## config.mk

```make
export PLATFORM = sky130hd
export DESIGN_NAME = buffer_dma_copy_checksum
export DESIGN_NICKNAME = d
export VERILOG_FILES = /design/src/inc/dma_copy_pkg.sv /design/src/logic/csum_accum.sv /design/src/logic/pointer_step.sv /design/src/logic/buffer_dma_copy_checksum.sv
export VERILOG_INCLUDE_DIRS = /design/src /design/src/inc
export SDC_FILE = /design/constraint.sdc
export NUM_CORES = 1
export LEC_CHECK = 0
export BUFFER_PORTS_ARGS = -buffer_cell sky130_fd_sc_hd__buf_2
export CORE_ASPECT_RATIO = 0.5
export CORE_MARGIN = 8
export CORE_UTILIZATION = 56
export CTS_BUF_LIST = sky130_fd_sc_hd__clkbuf_8 sky130_fd_sc_hd__clkbuf_16
export DETAILED_ROUTE_END_ITERATION = 8
export GPL_TIMING_DRIVEN = 0
export PLACE_DENSITY = 0.76
export SLEW_MARGIN = 15
export SYNTH_ARGS = -nofsm -noshare
export SYNTH_HDL_FRONTEND = slang
export SYNTH_SLANG_ARGS = --single-unit
```

## constraint.sdc

```tcl
create_clock -name CLK -period 4.8 [get_ports CLK]
set_clock_uncertainty 0.1 [all_clocks]
set_input_delay 0.48 -clock CLK [delete_from_list [all_inputs] [get_ports CLK]]
set_output_delay 0.48 -clock CLK [all_outputs]
set_load 0.01 [all_outputs]
```

## src/inc/dma_copy_defines.svh

```systemverilog
// Register offsets, field positions, reset values and timing counts for the buffer DMA
`ifndef DMA_COPY_DEFINES_SVH
`define DMA_COPY_DEFINES_SVH

`define ADDR_W 5
`define PTR_W 13
`define PTR_MAX 13'h1FFF
`define OFF_IRQ_ENABLE 5'h00
`define OFF_IRQ_FLAG 5'h01
`define OFF_CONTROL_ONE 5'h02
`define OFF_RXEND_L 5'h03
`define OFF_RXEND_H 5'h04
`define OFF_RXSTART_L 5'h05
`define OFF_RXSTART_H 5'h06
`define OFF_SRCSTART_L 5'h07
`define OFF_SRCSTART_H 5'h08
`define OFF_SRCEND_L 5'h09
`define OFF_SRCEND_H 5'h0A
`define OFF_DST_L 5'h0B
`define OFF_DST_H 5'h0C
`define OFF_CSUM_L 5'h0D
`define OFF_CSUM_H 5'h0E
`define BIT_GLOBAL_IE 7
`define BIT_DMA_IE 5
`define BIT_DMA_IF 5
`define BIT_GO_BUSY 5
`define BIT_CSUM_SEL 4
`define BIT_TX_REQ 3
`define RST_BYTE 8'h00
`define RST_PTR 13'h0000
`define RST_CSUM 16'h0000
`define COPY_CYCLES_PER_BYTE 2
`define CSUM_CYCLES_PER_BYTE 1

`endif

```

## src/inc/dma_copy_pkg.sv

```systemverilog
// Types shared by the buffer DMA engine
package dma_copy_pkg;
    typedef enum logic [1:0] {
        ST_IDLE = 2'b00,
        ST_WAIT_TX = 2'b01,
        ST_READ = 2'b11,
        ST_WRITE = 2'b10
    } dma_state_type;
endpackage

```

## src/logic/csum_accum.sv

```systemverilog
// One's-complement checksum accumulator fed one byte at a time, big-endian pairing
module csum_accum
    import dma_copy_pkg::*;
(
    input wire logic clk,
    input wire logic rst,
    input wire logic clear,
    input wire logic byte_valid,
    input wire logic [7:0] byte_in,
    output logic [15:0] result
);
    logic [15:0] sum;
    logic odd_half;
    logic [7:0] high_byte;

    // End-around carry addition
    function automatic logic [15:0] ones_add(input logic [15:0] a, input logic [15:0] b);
        logic [16:0] s;
        s = {1'b0, a} + {1'b0, b};
        return s[15:0] + {15'h0000, s[16]};
    endfunction

    // Even bytes are held as the high half; odd bytes complete the word
    always_ff @(posedge clk)
    begin
        if (rst || clear)
        begin
            sum <= 16'h0000;
            odd_half <= 1'b0;
            high_byte <= 8'h00;
        end
        else if (byte_valid)
        begin
            if (odd_half)
                sum <= ones_add(sum, {high_byte, byte_in});
            else
                high_byte <= byte_in;
            odd_half <= ~odd_half;
        end
    end

    // Result already folds in a byte arriving this cycle, so completion can latch it
    // directly; a pending high byte pairs with a 00 pad, and the sum is complemented
    always_comb
    begin
        if (odd_half)
            result = ~ones_add(sum, {high_byte, byte_valid ? byte_in : 8'h00});
        else if (byte_valid)
            result = ~ones_add(sum, {byte_in, 8'h00});
        else
            result = ~sum;
    end
endmodule

```

## src/logic/pointer_step.sv

```systemverilog
// Next-address logic for the circular source pointer and linear destination
module pointer_step
    import dma_copy_pkg::*;
(
    input wire logic [12:0] src,
    input wire logic [12:0] dst,
    input wire logic [12:0] rx_start,
    input wire logic [12:0] rx_end,
    output logic [12:0] next_src,
    output logic [12:0] next_dst
);
    // Source follows the receive ring; destination only wraps at top of buffer
    always_comb
    begin
        if (src == rx_end)
            next_src = rx_start;
        else
            next_src = src + 13'h0001;
        next_dst = dst + 13'h0001;
    end
endmodule

```

## src/logic/buffer_dma_copy_checksum.sv

```systemverilog
// Buffer DMA engine: copy and checksum over the 8-Kbyte packet buffer
//
// The register offsets and strobed register access are this design's own decisions.
module buffer_dma_copy_checksum
    import dma_copy_pkg::*;
(
    input wire logic CLK,
    input wire logic RST,
    input wire logic [4:0] ADDR,
    input wire logic [7:0] WDATA,
    input wire logic WR,
    input wire logic RD,
    output logic [7:0] RDATA,
    input wire logic TX_REQUEST_ACTIVE,
    output logic [12:0] MEM_ADDR,
    output logic MEM_RD,
    output logic MEM_WR,
    output logic [7:0] MEM_WDATA,
    input wire logic [7:0] MEM_RDATA,
    output logic INT_N
);
`include "dma_copy_defines.svh"

    logic global_irq_enable;
    logic dma_done_irq_enable;
    logic [7:0] irq_enable_other;
    logic dma_done_flag;
    logic [7:0] irq_flag_other;
    logic dma_go_busy;
    logic checksum_select;
    logic [7:0] control_other;
    logic [12:0] rx_buffer_end;
    logic [12:0] rx_buffer_start;
    logic [12:0] dma_source_start;
    logic [12:0] dma_source_end;
    logic [12:0] dma_dest_start;
    logic [15:0] dma_checksum_result;
    dma_state_type state;
    logic [12:0] src_ptr;
    logic [12:0] dst_ptr;
    logic [12:0] next_src;
    logic [12:0] next_dst;
    logic first_byte;
    logic [15:0] csum_value;
    logic csum_byte_valid;
    logic csum_clear;
    logic byte_done;
    logic last_byte;
    logic finish;
    logic go_write;
    logic go_clear;

    // Merge a low or high pointer byte; high byte keeps five bits only
    function automatic logic [12:0] put_byte(input logic [12:0] p, input logic [7:0] d,
                                             input logic high);
        if (high)
            return {d[4:0], p[7:0]};
        else
            return {p[12:8], d};
    endfunction

    // Decode of control writes that touch the go/busy bit
    assign go_write = WR && (ADDR == `OFF_CONTROL_ONE);
    assign go_clear = go_write && !WDATA[`BIT_GO_BUSY];

    pointer_step u_step (
        .src(src_ptr),
        .dst(dst_ptr),
        .rx_start(rx_buffer_start),
        .rx_end(rx_buffer_end),
        .next_src(next_src),
        .next_dst(next_dst)
    );

    csum_accum u_csum (
        .clk(CLK),
        .rst(RST),
        .clear(csum_clear),
        .byte_valid(csum_byte_valid),
        .byte_in(MEM_RDATA),
        .result(csum_value)
    );

    // A byte completes on each checksum read or each copy write
    assign csum_byte_valid = (state == ST_READ) && checksum_select;
    assign byte_done = csum_byte_valid || (state == ST_WRITE);
    // End test after the byte, before stepping; the first byte never ends a run,
    // so equal start and end sweeps the whole receive ring instead of moving one byte
    assign last_byte = byte_done && !first_byte && (src_ptr == dma_source_end);
    assign finish = last_byte && !go_clear;
    assign csum_clear = (state == ST_IDLE);

    // Engine sequencing; abort by clearing go/busy drops straight to idle
    always_ff @(posedge CLK)
    begin
        if (RST)
            state <= ST_IDLE;
        else if (go_clear || !dma_go_busy)
            state <= ST_IDLE;
        else
        begin
            unique case (state)
                ST_IDLE:
                    state <= ST_WAIT_TX;
                ST_WAIT_TX:
                    if (checksum_select || !TX_REQUEST_ACTIVE)
                        state <= ST_READ;
                ST_READ:
                    if (checksum_select)
                        state <= last_byte ? ST_IDLE : ST_READ;
                    else
                        state <= ST_WRITE;
                ST_WRITE:
                    state <= last_byte ? ST_IDLE : ST_READ;
            endcase
        end
    end

    // Internal source and destination pointers
    always_ff @(posedge CLK)
    begin
        if (RST)
        begin
            src_ptr <= `RST_PTR;
            dst_ptr <= `RST_PTR;
        end
        else if (state == ST_IDLE)
        begin
            src_ptr <= dma_source_start;
            dst_ptr <= dma_dest_start;
        end
        else if (byte_done)
        begin
            src_ptr <= next_src;
            if (state == ST_WRITE)
                dst_ptr <= next_dst;
        end
    end

    // Marks the first byte of a run; cleared once that byte is done
    always_ff @(posedge CLK)
    begin
        if (RST)
            first_byte <= 1'b1;
        else if (state == ST_IDLE)
            first_byte <= 1'b1;
        else if (byte_done)
            first_byte <= 1'b0;
    end

    // Memory port; checksum mode never issues a write
    always_ff @(posedge CLK)
    begin
        if (RST)
        begin
            MEM_ADDR <= `RST_PTR;
            MEM_RD <= 1'b0;
            MEM_WR <= 1'b0;
            MEM_WDATA <= 8'h00;
        end
        else
        begin
            MEM_RD <= 1'b0;
            MEM_WR <= 1'b0;
            // Present the address of the byte the next read cycle fetches; the
            // one port alternates fetch and store, never both in one cycle
            MEM_ADDR <= byte_done ? next_src : src_ptr;
            // A copy read launches the store of that byte in the write cycle
            if (state == ST_READ && !go_clear && !checksum_select)
            begin
                MEM_ADDR <= dst_ptr;
                MEM_WDATA <= MEM_RDATA;
                MEM_WR <= 1'b1;
            end
        end
    end

    // Go/busy and mode select; hardware clear on completion
    always_ff @(posedge CLK)
    begin
        if (RST)
        begin
            dma_go_busy <= 1'b0;
            checksum_select <= 1'b0;
            control_other <= `RST_BYTE;
        end
        else
        begin
            if (go_write)
            begin
                dma_go_busy <= WDATA[`BIT_GO_BUSY];
                checksum_select <= WDATA[`BIT_CSUM_SEL];
                control_other <= WDATA;
            end
            if (finish)
                dma_go_busy <= 1'b0;
        end
    end

    // Done flag: set on finish or abort; set wins over host clear
    always_ff @(posedge CLK)
    begin
        if (RST)
        begin
            dma_done_flag <= 1'b0;
            irq_flag_other <= `RST_BYTE;
        end
        else
        begin
            if (WR && ADDR == `OFF_IRQ_FLAG)
            begin
                dma_done_flag <= WDATA[`BIT_DMA_IF];
                irq_flag_other <= WDATA;
            end
            if (finish || (go_clear && dma_go_busy))
                dma_done_flag <= 1'b1;
        end
    end

    // Checksum result only updated at checksum completion
    always_ff @(posedge CLK)
    begin
        if (RST)
            dma_checksum_result <= `RST_CSUM;
        else if (finish && checksum_select)
            dma_checksum_result <= csum_value;
    end

    // Software-written pointers and enables; frozen by convention while busy
    always_ff @(posedge CLK)
    begin
        if (RST)
        begin
            global_irq_enable <= 1'b0;
            dma_done_irq_enable <= 1'b0;
            irq_enable_other <= `RST_BYTE;
            rx_buffer_end <= `RST_PTR;
            rx_buffer_start <= `RST_PTR;
            dma_source_start <= `RST_PTR;
            dma_source_end <= `RST_PTR;
            dma_dest_start <= `RST_PTR;
        end
        else if (WR)
        begin
            unique case (ADDR)
                `OFF_IRQ_ENABLE:
                begin
                    global_irq_enable <= WDATA[`BIT_GLOBAL_IE];
                    dma_done_irq_enable <= WDATA[`BIT_DMA_IE];
                    irq_enable_other <= WDATA;
                end
                `OFF_RXEND_L: rx_buffer_end <= put_byte(rx_buffer_end, WDATA, 1'b0);
                `OFF_RXEND_H: rx_buffer_end <= put_byte(rx_buffer_end, WDATA, 1'b1);
                `OFF_RXSTART_L: rx_buffer_start <= put_byte(rx_buffer_start, WDATA, 1'b0);
                `OFF_RXSTART_H: rx_buffer_start <= put_byte(rx_buffer_start, WDATA, 1'b1);
                `OFF_SRCSTART_L: dma_source_start <= put_byte(dma_source_start, WDATA, 1'b0);
                `OFF_SRCSTART_H: dma_source_start <= put_byte(dma_source_start, WDATA, 1'b1);
                `OFF_SRCEND_L: dma_source_end <= put_byte(dma_source_end, WDATA, 1'b0);
                `OFF_SRCEND_H: dma_source_end <= put_byte(dma_source_end, WDATA, 1'b1);
                `OFF_DST_L: dma_dest_start <= put_byte(dma_dest_start, WDATA, 1'b0);
                `OFF_DST_H: dma_dest_start <= put_byte(dma_dest_start, WDATA, 1'b1);
                default: ;
            endcase
        end
    end

    // Read mux; other bits of shared registers read as stored except flag bit 7 (reads zero) and control bit 3 (TX_REQUEST_ACTIVE); unmapped reads zero
    always_ff @(posedge CLK)
    begin
        if (RST)
            RDATA <= 8'h00;
        else if (RD)
        begin
            unique case (ADDR)
                `OFF_IRQ_ENABLE: RDATA <= {global_irq_enable, irq_enable_other[6],
                                           dma_done_irq_enable, irq_enable_other[4:0]};
                `OFF_IRQ_FLAG: RDATA <= {1'b0, irq_flag_other[6], dma_done_flag,
                                         irq_flag_other[4:0]};
                `OFF_CONTROL_ONE: RDATA <= {control_other[7:6], dma_go_busy, checksum_select,
                                            TX_REQUEST_ACTIVE, control_other[2:0]};
                `OFF_RXEND_L: RDATA <= rx_buffer_end[7:0];
                `OFF_RXEND_H: RDATA <= {3'h0, rx_buffer_end[12:8]};
                `OFF_RXSTART_L: RDATA <= rx_buffer_start[7:0];
                `OFF_RXSTART_H: RDATA <= {3'h0, rx_buffer_start[12:8]};
                `OFF_SRCSTART_L: RDATA <= dma_source_start[7:0];
                `OFF_SRCSTART_H: RDATA <= {3'h0, dma_source_start[12:8]};
                `OFF_SRCEND_L: RDATA <= dma_source_end[7:0];
                `OFF_SRCEND_H: RDATA <= {3'h0, dma_source_end[12:8]};
                `OFF_DST_L: RDATA <= dma_dest_start[7:0];
                `OFF_DST_H: RDATA <= {3'h0, dma_dest_start[12:8]};
                `OFF_CSUM_L: RDATA <= dma_checksum_result[7:0];
                `OFF_CSUM_H: RDATA <= dma_checksum_result[15:8];
                default: RDATA <= 8'h00;
            endcase
        end
        else
            RDATA <= 8'h00;
    end

    // Active-low interrupt while done flag and both enables are set
    always_ff @(posedge CLK)
    begin
        if (RST)
            INT_N <= 1'b1;
        else
            INT_N <= !(dma_done_flag && dma_done_irq_enable && global_irq_enable);
    end
endmodule

```

# ---- After elaboration in Yosys (flattened, before gate mapping)
# Cells that the tools add are included.
dict set report word_totals {
  reg_bits 193
  in_bits 26
  output_inout_bits 32
  wordCells 145
}
dict set report op_classes {
  addsub 8
  eq_ne 20
  muxes 23
  bitwise 15
  reduce_logical 48
}
# cell n
set op_table {}
lappend op_table {{$pmux 13 s2} 5}
lappend op_table {{$pmux 8 s15} 1}
lappend op_table {{$mux 13} 7}
lappend op_table {{$add 16x16->17} 3}
lappend op_table {{$add 16x1->16} 3}
lappend op_table {{$not 16->16} 3}
lappend op_table {{$eq 5x4->1 const B} 7}
lappend op_table {{$mux 16} 2}
lappend op_table {{$reduce_and 3->1} 10}
lappend op_table {{$add 13x1->13 const B} 2}
lappend op_table {{$eq 13x13->1} 2}
lappend op_table {{$eq 5x3->1 const B} 4}
lappend op_table {{$logic_and 1x1->1} 13}
lappend op_table {{$not 1->1} 12}
lappend op_table {{$eq 5x2->1 const B} 2}
lappend op_table {{$mux 8} 1}
lappend op_table {{$pmux 2 s4} 1}
lappend op_table {{$reduce_and 2->1} 4}
lappend op_table {{$reduce_or 2->1} 4}
lappend op_table {{$logic_not 1->1} 7}
lappend op_table {{$mux 2} 3}
lappend op_table {{$reduce_bool 2->1} 3}
lappend op_table {{$eq 5x1->1 const B} 1}
lappend op_table {{$logic_not 5->1} 1}
lappend op_table {{6 further kinds} 13}

# ---- Longest topological paths before layout
dict set report logic_depth {
  ltp_word 8
  depth_mapped 22
  depth_no_buf 19
}

# ---- Cells and area by module
# From an unflattened synthesis, not the netlist that was laid out.
dict set report hier_totals {
  hier_cells 1481
  area_unflattened_um2 12024.0
}
# mod instances cells_per_inst area_per_inst_um2 seq_area_each_um2
set modules_own_cells {}
lappend modules_own_cells {buffer_dma_copy_checksum 1 866 7470.9 3263.1}
lappend modules_own_cells {csum_accum 1 527 3827.4 500.5}
lappend modules_own_cells {pointer_step 1 88 725.7 0.0}

# ---- Worst setup path before layout
# Ideal clock, no wire load.
dict set report synth_timing {
  kind {register -> register}
  from {register state[0]}
  to {register dma_checksum_result[12]}
  setup_time_ns 0.070
  arrival_time_ns 4.583
  required_time_ns 4.630
  setup_slack_ns 0.046
  path_stages_with_launch 23
  path_buffers 3
  synth_period_minus_slack_ns 4.754
  cell_sequence {dfxtp_1 clkbuf_1 and3_1 clkbuf_1 clkbuf_1 and2_1 ha_1 inv_1 fa_1 nor2b_1 o21a_1 o31ai_2 o21ai_0 ha_1 nor2b_1 nand2_1 nor3b_1 nand4_2 or3_1 nor4_1 xnor2_1 nand3_1 a21oi_1}
}
dict set report synth_via {
  elab_chain_cells 7
  elab_cells_between_ends 14
  classes_between {2 x add/sub; 2 x eq/ne; 3 x mux; 1 x bitwise; 6 x reduce/logical}
}
# element line_no
set synth_rtl {}
lappend synth_rtl {{from (decl)} buffer_dma_copy_checksum.sv:38} ;# dma_state_type state;
lappend synth_rtl {{from (signal assigned)} buffer_dma_copy_checksum.sv:110} ;# state <= last_byte ? ST_IDLE : ST_READ;
lappend synth_rtl {{from (signal assigned)} buffer_dma_copy_checksum.sv:114} ;# state <= last_byte ? ST_IDLE : ST_READ;
lappend synth_rtl {{$eq 2x2->1} buffer_dma_copy_checksum.sv:85} ;# assign csum_byte_valid = (state == ST_READ) && checksum_select;
lappend synth_rtl {{$logic_and 1x1->1} buffer_dma_copy_checksum.sv:85}
lappend synth_rtl {{$mux 8 or $logic_or 1x1->1 (tied branches)} {csum_accum.sv:47, buffer_dma_copy_checksum.sv:86}}
lappend synth_rtl {{$add 16x16->17 or $logic_and 1x1->1 (tied branches)} {csum_accum.sv:19, buffer_dma_copy_checksum.sv:89}}
lappend synth_rtl {{$add 16x1->16 or $logic_and 1x1->1 (tied branches)} {csum_accum.sv:20, buffer_dma_copy_checksum.sv:89}}
lappend synth_rtl {{$not 16->16 or $logic_and 1x1->1 (tied branches)} {csum_accum.sv:47, buffer_dma_copy_checksum.sv:90}}
lappend synth_rtl {{$mux 16 or $logic_and 1x1->1 (tied branches)} {csum_accum.sv:46, buffer_dma_copy_checksum.sv:225}}
lappend synth_rtl {{to (signal assigned)} buffer_dma_copy_checksum.sv:224} ;# dma_checksum_result <= `RST_CSUM;
lappend synth_rtl {{to (signal assigned)} buffer_dma_copy_checksum.sv:226} ;# dma_checksum_result <= csum_value;
lappend synth_rtl {{to (decl)} buffer_dma_copy_checksum.sv:37} ;# logic [15:0] dma_checksum_result;
# Several ways; a longest one is shown, not always the timed one.
# A chain may end at the register's enable or synchronous reset.

==> out/metrics.cfg <==
[setup_path]
arrival_ps = 4790
worstSetupPathType = reg2reg
critical_path_buf_inv_count = 1
endpoint_kind = register
crit_path_max_fanout = 15
rrSetupSlack_ps = 280
slowest_delay_ps = 440
r2r_start = control_other[4]$_SDFFE_PP0P_
reg2reg_to = dma_checksum_result[12]$_SDFFE_PP0P_
crit_path_cell_trace = and3_4, and2_1, ha_1, inv_1, fa_1, nor2b_4, o21a_2, o31ai_2, o21ai_2, ha_1, nor2b_2, nand2_1, nor3b_4, nand4_4, or3_1, nor4_2, xnor2_1, nand3_1, a21oi_1
critPathTopFamily = simple AND/OR/NAND/NOR gates
crit_required_ps = 5070
worstRegToRegCells = 19
startpoint_type = register
path_common_cell = ha_1
cp.depth = 19
slowest_stage = fa_1

[timing]
finalWorstSetupSlack_ps = 282
setup_viol = 0
worstMarginPinSlew_ps = 1040
whs_ps = 221
hold_viol = 0
max_slew_margin_pct = 30.2
fmax_mhz = 221
slew_viol_final = 0
period_share_pct = 94.1
min_period_ps = 4520

[synthesis]
synth_seq_area_share_pct = 33.1
synth_area_per_cell_um2 = 7.58
synth_top_flop_cell = dfxtp_1
yosysWarnings = 0
syn_area_um2 = 11400
synth_cell_types = 83
synth_edf_count = 0
synthCells = 1501
syn-num-nets = 1570
async_reset_ff_share_pct = 0
ys_ff_latch = 188

[detailed_routing]
drt-pass1-iter-count = 6
viasPerCell = 6.54
dr_wl_met2_um = 18100
route.top_layer_used = met4
antenna_left = 0
met1_length_um = 17600
met3_wirelength_um = 4760
wire_per_inst_um = 22.7
drt_iter0_markers = 1577
num_vias = 12100
remaining_drc_errors = 0
wirelength_um = 42000

[place]
place.gp.congestion = 1.03
placedCellCount = 1819
place_ws_ps = -1240
hpwlAfterDp_um = 31500
portBuffers = 52

[power]
p_total_w = 0.00319
peakVddDrop_v = 0.000287
power-per-cell-area_nw_per_um2 = 253
power_leakage_nw = 4.48

[clock_network]
ctsHoldBuffers = 0
cts_made_buffers = 17
cts_sinks = 188
htree_num_levels = 4
worstSkewPairLatency_ps = 450
clockRootBuffer = clkbuf_16
clkSlewWorstSetupHoldPaths_ps = 80
cts_tree = built
clockBufferDepth = 2

[floorplanning]
pin_count = 58
core_area_um2 = 19700
die_y_um = 117
die-area_um2 = 25400
row_count = 36
die_w_um = 218
start_util_pct = 57.8

[finish]
drive_gt1_share_pct = 8.95
finalNetCount = 1642
area_growth_pct = 11.1
final_cells = 1852
post-route-util_pct = 64.2
n_antenna_cell = 0

[hold_path]
hold_class = in2reg
min_delay_path_depth = 3
worstHoldStart = WDATA[3]
holdPathEnd = dma_source_end[3]$_SDFFE_PP0P_

[flow_run]
cap_violations = 0

[global_routing]
antenna_found_initial = 0
grt_pass1_vias = 11200
grt_max_degree = 20
grt-ovfl-total = 0
grt_usage_pct = 32.4
grt_pass1_wl_um = 64100

[outcome]
status = finished clean

per-layer routing:
layer,track usage (%),vias to the layer above
met3,7.93,124
met1,42.7,5716
li1,-,5559
met5,0,-
met2,51.2,713
met4,12.2,0
where the power goes:
group	switching, W	internal, W
registers	0.00000912	0.00156
logic	0.000157	0.0000535
clock network	0.000712	0.000696
worst min-delay path, stage by stage:
cell and delay, ps:
buf_2 110, nand3_1 60, a21oi_1 60
worst max-delay path by stage:
stage | start | end | slack (ps)
floorplan | state[0]$_SDFFE_PP0P_ | dma_checksum_result[12]$_SDFFE_PP0P_ | 50
CTS | control_other[4]$_SDFFE_PP0P_ | dma_checksum_result[11]$_SDFFE_PP0P_ | 20
detailed placement | state[0]$_SDFFE_PP0P_ | dma_checksum_result[12]$_SDFFE_PP0P_ | -1240
finish | control_other[4]$_SDFFE_PP0P_ | dma_checksum_result[12]$_SDFFE_PP0P_ | 280
global placement | state[0]$_SDFFE_PP0P_ | dma_checksum_result[11]$_SDFFE_PP0P_ | -1110
global route | u_csum.sum[0]$_SDFFE_PP0P_ | u_csum.sum[10]$_SDFFE_PP0P_ | -5
layout by cell type (no fill, tap or decap), types with 9 or more instances in the layout:
master,instances
ha_1,40
a21o_1,11
a21oi_1,188
dfxtp_1,184
o21ai_0,49
inv_1,26
and2_1,11
a31oi_1,18
a22oi_1,19
nor3_1,22
xnor2_1,42
a211oi_1,45
nor4_1,15
clkbuf_16,17
o22ai_1,14
xor2_1,45
a221oi_1,17
buf_2,56
nand2b_1,11
nand4_1,14
and3_1,19
a22o_1,14
nand2_1,196
nor2_1,133
clkbuf_1,92
nand3_1,123
or2_2,9
synthesized netlist by cell type, drive strengths merged (7+ instances only):
master,count,area [µm²]
a21oi,189,946
nand2,197,742
a22o,14,123
a31oi,18,113
clkbuf,95,357
nand3,123,616
or3,7,43.8
nor3,23,120
nor2,134,505
o21ai,56,284
a21o,11,82.6
nor2b,8,50.1
or2,10,62.6
nand4,16,113
and2,11,68.8
ha,40,500
nor3b,8,65.1
inv,28,105
buf,9,50.1
and3,20,125
a211oi,47,358
a22oi,19,143
dfxtp,188,3760
xnor2,45,409
nand2b,11,68.8
xor2,45,394
o22ai,14,87.6
nor4,18,125
a221oi,17,149
metrics by stage:
| stage | instance area (µm²) | TNS, ps |
|---|---|---|
| final | 12600 | 0 |
| after global routing | 12600 | -5.13 |
| after CTS | 12600 | 0 |
| after detailed placement | 12000 | -8860 |
| after global placement | 12000 | -7510 |
| after floorplan | 11400 | 0 |
state kept, by name, summed over array words and instances, names as in the netlist, 2 cells and up:
register and cells:
rx_buffer_start 13, dma_source_start 13, RDATA 8, dst_ptr 13
u_csum.high_byte 8, control_other 6, MEM_WDATA 8, dma_checksum_result 16
dma_source_end 13, rx_buffer_end 13, irq_enable_other 7, dma_dest_start 13
state 2, u_csum.sum 16, src_ptr 13, MEM_ADDR 13
irq_flag_other 6
cells by family after synthesis:
group | Yosys count | synth area share (%)
AND/OR/NAND/NOR | 602 | 25.1
AO/OA/AOI/OAI | 438 | 24.7
flip-flops | 188 | 33.1
buffers and inverters | 132 | 4.50
XOR/XNOR | 90 | 7.06
adder cells (fa/ha/maj) | 43 | 4.93
multiplexers | 7 | 0.638
other | 1 | 0.0330
timing repair:
item	CTS	global route
endpoints found under the setup margin	13	7
gates resized for setup	12	11
buffers inserted	1	3
pin swaps	1	4
area by class of cell:
type	instances	area (µm²)
Multi-Input combinational cell	1181	7170
Fill cell	1798	7050
Sequential cell	188	3770
Clock buffer	17	425
Buffer	101	395
Tap cell	266	333
Timing Repair Buffer	56	290
Clock inverter	15	144
Inverter	28	105
Note: power is estimated with default switching activity, not from simulation.
